===== config.mk =====
export PLATFORM = sky130hd
export DESIGN_NAME = sut_stats_update_timer
export DESIGN_NICKNAME = d
export VERILOG_FILES = /design/src/include/sut_pkg.sv /design/src/hw/sut_stats_update_timer.sv
export VERILOG_INCLUDE_DIRS = /design/src /design/src/include
export SDC_FILE = /design/constraint.sdc
export NUM_CORES = 1
export LEC_CHECK = 0
export ABC_AREA = 1
export BUFFER_PORTS_ARGS = -buffer_cell sky130_fd_sc_hd__buf_2
export CAP_MARGIN = 20
export CORE_MARGIN = 4
export CORE_UTILIZATION = 45
export CTS_BUF_LIST = sky130_fd_sc_hd__clkbuf_16
export DETAILED_ROUTE_END_ITERATION = 10
export SLEW_MARGIN = 5
export SYNTH_ARGS = -nofsm -noshare
export SYNTH_HDL_FRONTEND = slang
export SYNTH_SLANG_ARGS = --single-unit

===== constraint.sdc =====
create_clock -name sys_clk_in -period 5.13 [get_ports sys_clk_in]
set_clock_uncertainty 0.15 [all_clocks]
set_input_delay 0.2565 -clock sys_clk_in [delete_from_list [all_inputs] [get_ports sys_clk_in]]
set_output_delay 0.2565 -clock sys_clk_in [all_outputs]
set_load 0.02 [all_outputs]

===== src/include/sut_defs.svh =====
// Purpose: register offsets, field positions and reset values
// Assumes: 32-bit APB data, byte addresses
// Notes: definitions only
`ifndef SUT_DEFS_SVH
`define SUT_DEFS_SVH

`define SUT_OFS_UPDATE    8'h0C
`define SUT_OFS_CTRL      8'h10
`define SUT_OFS_RELOAD    8'h14
`define SUT_OFS_CURRENT   8'h18

`define SUT_UPD_CLR_BIT   31
`define SUT_UPD_RSV_MSB   30
`define SUT_UPD_RSV_LSB   2
`define SUT_UPD_GEN_BIT   1
`define SUT_UPD_GLB_BIT   0

`define SUT_CTL_PEN_BIT   15
`define SUT_CTL_PSC_MSB   5
`define SUT_CTL_PSC_LSB   2
`define SUT_CTL_MODE_BIT  1
`define SUT_CTL_START_BIT 0

`define SUT_PSC_RESET     4'hF
`define SUT_MAX_DIV_CODE  4'hC
`define SUT_RELOAD_RESET  16'h0000
`define SUT_VALUE_RESET   16'h0000

`endif


===== src/include/sut_pkg.sv =====
// Purpose: types of the update control and report timer
// Assumes: nothing
// Notes: one packed struct holds all state
`default_nettype none

package sut_pkg;

  typedef enum logic [1:0]
  {
    SUT_IDLE   = 2'b01,
    SUT_OUTPUT = 2'b10
  } sut_fsm_e;

  typedef struct packed
  {
    logic        ref_s1;
    logic        ref_s2;
    logic        ref_s3;
    logic [12:0] pre_cnt;
    logic [15:0] val;
    logic [15:0] reload;
    logic        start;
    logic        mode;
    logic        pre_en;
    logic [3:0]  pre_code;
    logic        clr_after;
    logic [28:0] upd_rsvd;
    logic        gen;
    logic        glb;
    logic        glb_armed;
    logic        pend;
    logic        phase_clr;
    sut_fsm_e    fsm;
    logic        pready;
    logic        pslverr;
    logic [31:0] prdata;
    logic        report_req;
    logic        mask_clr;
    logic        zero_req;
    logic        stream_en;
  } sut_state_s;

endpackage

`default_nettype wire


===== src/hw/sut_stats_update_timer.sv =====
// Purpose: counter update control and report timer behind an APB slave
// Assumes: timer_ref_in is asynchronous; phase-done comes from the same clock
// Notes: one wait state on every APB access
//
// Notes on behaviour
// - after a report phase, clear_after_report set zeroes all counters, else masks rule.
// - direct register reads of statistics never trigger the counter zeroing.
// - writing one to generate_report emits a report regardless of timer state.
// - generate_report stays set until the output phase has finished.
// - writing one to global_clear zeroes all active bit masks.
// - global_clear stays set until the following update's output phase completes.
// - global_clear with generate_report reports now; alone it waits for next update.
// - both bits written together act like an all-zero-map send-update command.
// - prescaler passes the reference only when prescaler enable is one.
// - prescale code n divides the reference by two to the power n+1.
// - the three highest prescale codes disable the timer; reset code is all ones.
// - one-shot mode clears start and stops on expiry.
// - auto-load mode reloads the load value on expiry and keeps counting.
// - the 16-bit timer counts down while start is one, halts at zero write.
// - load value is a read-write 16-bit field resetting to zero.
// - live count reads in bits 15 to 0, upper bits zero, resets zero.
// - with engine disabled no increments and both streams stay disabled.
//
// The address map and the APB slave port are this design's own decisions.
`include "sut_defs.svh"
`timescale 1ns/1ps
`default_nettype none

module sut_stats_update_timer
#(
  parameter logic [3:0] MAX_DIV_CODE = `SUT_MAX_DIV_CODE
)
(
  input  wire logic        sys_clk_in,
  input  wire logic        sys_rst_in,
  input  wire logic        psel_in,
  input  wire logic        penable_in,
  input  wire logic        pwrite_in,
  input  wire logic [7:0]  paddr_in,
  input  wire logic [31:0] pwdata_in,
  output var  logic [31:0] prdata_out,
  output var  logic        pready_out,
  output var  logic        pslverr_out,
  input  wire logic        engine_enable_in,
  input  wire logic        timer_ref_in,
  input  wire logic        output_phase_done_in,
  output var  logic        report_request_out,
  output var  logic        mask_clear_out,
  output var  logic        counters_zero_out,
  output var  logic        stream_enable_out
);
  import sut_pkg::*;

  if (MAX_DIV_CODE > 4'hC)
  begin : g_chk
    $error("MAX_DIV_CODE above 12 cannot be served");
  end

  sut_state_s  st;
  sut_state_s  nx;
  logic        acc;
  logic        wr;
  logic        hit;
  logic        wr_upd;
  logic        wr_ctl;
  logic        wr_rld;
  logic [31:0] rd_data;
  logic        ref_tick;
  logic [12:0] div_mask;
  logic        div_hit;
  logic        code_ok;
  logic        tmr_tick;
  logic        phase_end;

  assign acc       = psel_in && penable_in;
  assign wr        = acc && pwrite_in && st.pready;
  assign wr_upd    = wr && (paddr_in == `SUT_OFS_UPDATE);
  assign wr_ctl    = wr && (paddr_in == `SUT_OFS_CTRL);
  assign wr_rld    = wr && (paddr_in == `SUT_OFS_RELOAD);
  assign hit       = (paddr_in == `SUT_OFS_UPDATE) || (paddr_in == `SUT_OFS_CTRL)
                  || (paddr_in == `SUT_OFS_RELOAD) || (paddr_in == `SUT_OFS_CURRENT);
  assign phase_end = (st.fsm == SUT_OUTPUT) && output_phase_done_in;

  // register read mux
  assign rd_data =
    (paddr_in == `SUT_OFS_UPDATE)  ? {st.clr_after, st.upd_rsvd, st.gen, st.glb} :
    (paddr_in == `SUT_OFS_CTRL)    ? {16'h0000, st.pre_en, 9'h000, st.pre_code,
                                      st.mode, st.start} :
    (paddr_in == `SUT_OFS_RELOAD)  ? {16'h0000, st.reload} :
    (paddr_in == `SUT_OFS_CURRENT) ? {16'h0000, st.val} :
    32'h0000_0000;

  // edge of the synchronised reference
  assign ref_tick = st.ref_s2 && !st.ref_s3;

  assign div_mask = (13'h0002 << st.pre_code) - 13'h0001;
  assign div_hit  = (st.pre_cnt & div_mask) == div_mask;
  assign code_ok  = st.pre_code <= MAX_DIV_CODE;
  // prescaler in path only when enabled
  assign tmr_tick = ref_tick && code_ok && (!st.pre_en || div_hit);

  always_comb
  begin
    nx            = st;
    nx.ref_s1     = timer_ref_in;
    nx.ref_s2     = st.ref_s1;
    nx.ref_s3     = st.ref_s2;
    nx.report_req = 1'b0;
    nx.mask_clr   = 1'b0;
    nx.zero_req   = 1'b0;
    nx.stream_en  = engine_enable_in;

    nx.pready = acc && !st.pready;
    if (acc && !st.pready)
    begin
      nx.pslverr = !hit;
      nx.prdata  = pwrite_in ? 32'h0000_0000 : rd_data;
    end

    if (!st.pre_en)
    begin
      nx.pre_cnt = 13'h0000;
    end
    else if (ref_tick)
    begin
      nx.pre_cnt = st.pre_cnt + 13'h0001;
    end

    unique case (st.fsm)
      SUT_IDLE:
      begin
        if (engine_enable_in && (st.gen || st.pend))
        begin
          nx.report_req = 1'b1;
          nx.pend       = 1'b0;
          nx.glb_armed  = st.glb;
          nx.phase_clr  = st.clr_after;
          nx.fsm        = SUT_OUTPUT;
        end
      end
      SUT_OUTPUT:
      begin
        if (output_phase_done_in)
        begin
          nx.gen = 1'b0;
          if (st.glb_armed)
          begin
            nx.glb = 1'b0;
          end
          nx.glb_armed = 1'b0;
          nx.zero_req  = st.phase_clr;
          nx.fsm       = SUT_IDLE;
        end
      end
    endcase

    if (tmr_tick && st.start)
    begin
      if (st.val == 16'h0000)
      begin
        nx.pend = 1'b1;
        if (st.mode)
        begin
          nx.val = st.reload;
        end
        else
        begin
          nx.start = 1'b0;
        end
      end
      else
      begin
        nx.val = st.val - 16'h0001;
      end
    end

    // register writes come last so a set beats a clear
    if (wr_upd)
    begin
      nx.clr_after = pwdata_in[`SUT_UPD_CLR_BIT];
      nx.upd_rsvd  = pwdata_in[`SUT_UPD_RSV_MSB:`SUT_UPD_RSV_LSB];
      if (pwdata_in[`SUT_UPD_GEN_BIT])
      begin
        nx.gen = 1'b1;
      end
      if (pwdata_in[`SUT_UPD_GLB_BIT])
      begin
        nx.glb      = 1'b1;
        nx.mask_clr = 1'b1;
      end
    end
    if (wr_ctl)
    begin
      nx.pre_en   = pwdata_in[`SUT_CTL_PEN_BIT];
      nx.pre_code = pwdata_in[`SUT_CTL_PSC_MSB:`SUT_CTL_PSC_LSB];
      nx.mode     = pwdata_in[`SUT_CTL_MODE_BIT];
      nx.start    = pwdata_in[`SUT_CTL_START_BIT];
      if (pwdata_in[`SUT_CTL_START_BIT] && !st.start)
      begin
        nx.val = st.reload;
      end
    end
    if (wr_rld)
    begin
      nx.reload = pwdata_in[15:0];
    end
  end

  always_ff @(posedge sys_clk_in or posedge sys_rst_in)
  begin
    if (sys_rst_in)
    begin
      st           <= '0;
      st.pre_code  <= `SUT_PSC_RESET;
      st.reload    <= `SUT_RELOAD_RESET;
      st.val       <= `SUT_VALUE_RESET;
      st.fsm       <= SUT_IDLE;
    end
    else
    begin
      st <= nx;
    end
  end

  assign prdata_out         = st.prdata;
  assign pready_out         = st.pready;
  assign pslverr_out        = st.pslverr;
  assign report_request_out = st.report_req;
  assign mask_clear_out     = st.mask_clr;
  assign counters_zero_out  = st.zero_req;
  assign stream_enable_out  = st.stream_en;
endmodule

`default_nettype wire


==> flow_metrics.env <==
export IMPL_outcome="completed"
export IMPL_vias_per_cell=5.182
export IMPL_async_reset_ff_share_pct=100.0
export IMPL_wl_per_cell_um=15.42
export IMPL_cp_common_cell="nand2_1"
export IMPL_critPathArrivalTime_ps=3460
export IMPL_power_leakage_nw=4.309
export IMPL_min_period_ps=3305
export IMPL_die_x_um=132.5
export IMPL_cts_tree="yes"
export IMPL_netlist_instances=886
export IMPL_worstPathMaxFanout=20
export IMPL_combPwrFrac_pct=7.1
export IMPL_worstMarginPinSlew_ps=970.9
export IMPL_start_kind="flop"
export IMPL_setup_viol=0
export IMPL_gp_congestion=0.8602
export IMPL_r2r_cells=16
export IMPL_grt_pass1_wl_um=30060
export IMPL_p_switching_uw=653.0
export IMPL_drt_total_wl_um=18000
export IMPL_tns_ps=0
export IMPL_core_um2=15200
export IMPL_met2_usage_pct=34.77
export IMPL_min_from="pwrite_in"
export IMPL_first_iter_violations=405
export IMPL_r2r_slack_ps=1830
export IMPL_cts_buffers=17
export IMPL_cts_sinks=130
export IMPL_cts_buffer_depth=2
export IMPL_hold_violations=0
export IMPL_path_class="reg2reg"
export IMPL_htree_num_levels=4
export IMPL_clockPowerShare_pct=48.9
export IMPL_grt_pass1_vias=5782
export IMPL_syn_area_um2=6970
export IMPL_fill_cells=1439
export IMPL_maxSlewHeadroom_pct=35.28
export IMPL_hold_path_class="in2reg"
export IMPL_critical_path_required_ps=5290
export IMPL_power_density_nw_per_um2=299.0
export IMPL_finalPower_mw=2.471
export IMPL_syn2layout_area_growth_pct=18.52
export IMPL_ioPinCount=86
export IMPL_dp_hpwl_um=12270
export IMPL_seqPwrFrac_pct=44.0
export IMPL_antenna_found_initial=0
export IMPL_hold_slack_ps=10.09
export IMPL_path_clk_slew_ps=60
export IMPL_grt_busiest_layer="met2"
export IMPL_ys_ff_latch=130
export IMPL_yosysSeqAreaShare_pct=46.76
export IMPL_path_cells="nor2_1 > nand2_1 > ha_1 > inv_1 > nand2_1 > nand3_1 > nor2_1 > nand3_1 > nor2_1 > nand3_1 > nand2_1 > nand2_1 > nand2_1 > nand3_2 > nand2_1 > inv_1"
export IMPL_nNetsFinal=1018
export IMPL_fin_crit_sh_pct=64.42
export IMPL_drive_gt1_share_pct=16.65
export IMPL_synth_flop_cell="dfrtp_1"
export IMPL_synth_edf_count=0
export IMPL_maxSlewViolCount=0
export IMPL_cts_root_buf="clkbuf_16"
export IMPL_cpMaxStageDelayCell="nand2_1"
export IMPL_fmax_ghz=0.3026
export IMPL_max_cap_violations=0
export IMPL_grt_ovfl_total=0
export IMPL_rsz0062_at_grt="false"
export IMPL_firstDrtPassIters=6
export IMPL_cp_slowest_stage_delay_ps=540
export IMPL_vias=6047
export IMPL_drtAntennaViolNets=0
export IMPL_grt_use_met3_pct=4.183
export IMPL_reg2reg_to="st[107]"
export IMPL_drc_errors=0
export IMPL_port_buffers=85
export IMPL_swShare_pct=26.43
export IMPL_die_h_um=132.5
export IMPL_ys_types=37
export IMPL_max_vdd_ir_drop_mv=0.2193
export IMPL_antenna_cells=0
export IMPL_grtUsageTotal_pct=21.05
export IMPL_hold_end="prdata_out[31]"
export IMPL_initial_core_util_pct=45.85
export IMPL_num_rows=45
export IMPL_min_path_cells=4
export IMPL_ys_warn_count=0
export IMPL_internal_power_mw=1.818
export IMPL_avgSynthCellArea_um2=7.867
export IMPL_regToRegStartpoint="st[78]"
export IMPL_grt_max_degree=69
export IMPL_grtUsageMet1_pct=28.38
export IMPL_die_area_um2=17550
export IMPL_cp_end_kind="flop"
export IMPL_clock_latency_ps=430
export IMPL_syn_nets=938
-- stage by stage --
stage / std cells / cell area [µm²] / worst slack, ps / utilization, %
after floorplan: 886 / 6970 / 1262 / -
after global placement: 1099 / 7303 / 1894 / 48.04
after detailed placement: 1099 / 7303 / 1852 / 48.04
after CTS: 1166 / 8247 / 1837 / 54.25
after global routing: 1167 / 8262 / 1489 / 54.35
final: 1167 / 8262 / 1825 / 54.35
-- flip-flops by register name, indices dropped and copies added (netlist names) --
| register | cells |
|---|---|
| st | 90 |
| prdata_out | 32 |
| nx | 2 |
| counters_zero_out | 1 |
| mask_clear_out | 1 |
| pready_out | 1 |
| pslverr_out | 1 |
| report_request_out | 1 |
| stream_enable_out | 1 |
-- cell families (layout without fill, tap and decap cells) --
family / Yosys count / in the layout / share of synthesized area [%]
AOI/OAI and AO/OA: 165 / 165 / 12.48
xor gates and xnor gates: 12 / 12 / 1.508
adders and majority gates: 4 / 4 / 0.7180
buffers and inverters: 171 / 264 / 11.24
DFF: 130 / 130 / 46.76
muxes: 16 / 16 / 2.585
and+or+nand+nor: 388 / 388 / 24.72
-- power groups by stage --
stage | logic, mW | registers [mW] | clock network [mW]
finish | 0.176 | 1.09 | 1.21
global route | 0.201 | 1.09 | 1.28
CTS | 0.179 | 1.09 | 1.23
detailed placement | 0.158 | 1.10 | 0
global placement | 0.158 | 1.10 | 0
floorplan | 0.0967 | 1.10 | 0
-- placed cells by master (no fill, tap or decap), types with 8 or more instances in the layout --
cell	n
nor2_1	56
dfrtp_1	125
dlygate4sd3_1	35
nand2_1	206
inv_1	101
o21ai_0	116
buf_2	85
clkbuf_16	17
a21oi_1	26
nand3_1	97
buf_4	8
xor2_1	11
mux2_2	16
-- cells in the mapped netlist (7+ instances only) --
master / n / area [µm²]
a21oi_1: 26 / 130.1
buf_4: 33 / 247.7
clkbuf_1: 30 / 112.6
dfrtp_1: 125 / 3128
inv_1: 102 / 382.9
mux2_2: 16 / 180.2
nand2_1: 206 / 773.2
nand3_1: 97 / 485.5
nand3_2: 7 / 70.07
nor2_1: 56 / 210.2
o21ai_0: 116 / 580.6
o221ai_1: 7 / 61.31
o22ai_1: 7 / 43.79
xor2_1: 11 / 96.34
-- repair_timing --
action	in CTS	in global routing
setup buffers	0	0
gates resized for setup	0	0
hold buffers	35	0
endpoints found under the hold margin	74	0
-- area by class of cell --
class | instances | area, µm² | area share [%]
sequential | 130 | 3259 | 39.45
multi-input combinational | 585 | 2934 | 35.51
timing repair buffer | 129 | 850.8 | 10.30
clock buffer | 17 | 425.4 | 5.149
inverter | 103 | 389.1 | 4.710
tap | 188 | 235.2 | 2.847
clock inverter | 15 | 167.7 | 2.029
-- layer usage --
| metal | vias up | part of all wire, % |
|---|---|---|
| met5 | - | 0 |
| met4 | 0 | 1.4 |
| met3 | 15 | 4.2 |
| met2 | 141 | 49 |
| met1 | 2872 | 46 |
| li1 | 3019 | - |
-- worst max-delay path: cells and delay by family, from the launching register on --
family	cells	cell delay, ps
adders and majority gates	1	300
buffers and inverters	2	70
DFF	1	390
and+or+nand+nor	13	2260
-- worst max path at each step --
| stage | slack [ps] | from | endpoint | depth (start not counted) |
|---|---|---|---|---|
| 2_1_floorplan | 1260 | sys_rst_in | counters_zero_out | 1 |
| 3_3_place_gp | 1890 | st[75] | st[81] | 17 |
| 3_5_place_dp | 1850 | st[78] | st[109] | 16 |
| 6_report | 1830 | st[78] | st[107] | 16 |
| 4_1_cts | 1840 | st[78] | st[107] | 16 |
| 5_1_grt | 1490 | st[78] | st[113] | 16 |
Note: power is estimated with default switching activity, not from simulation.
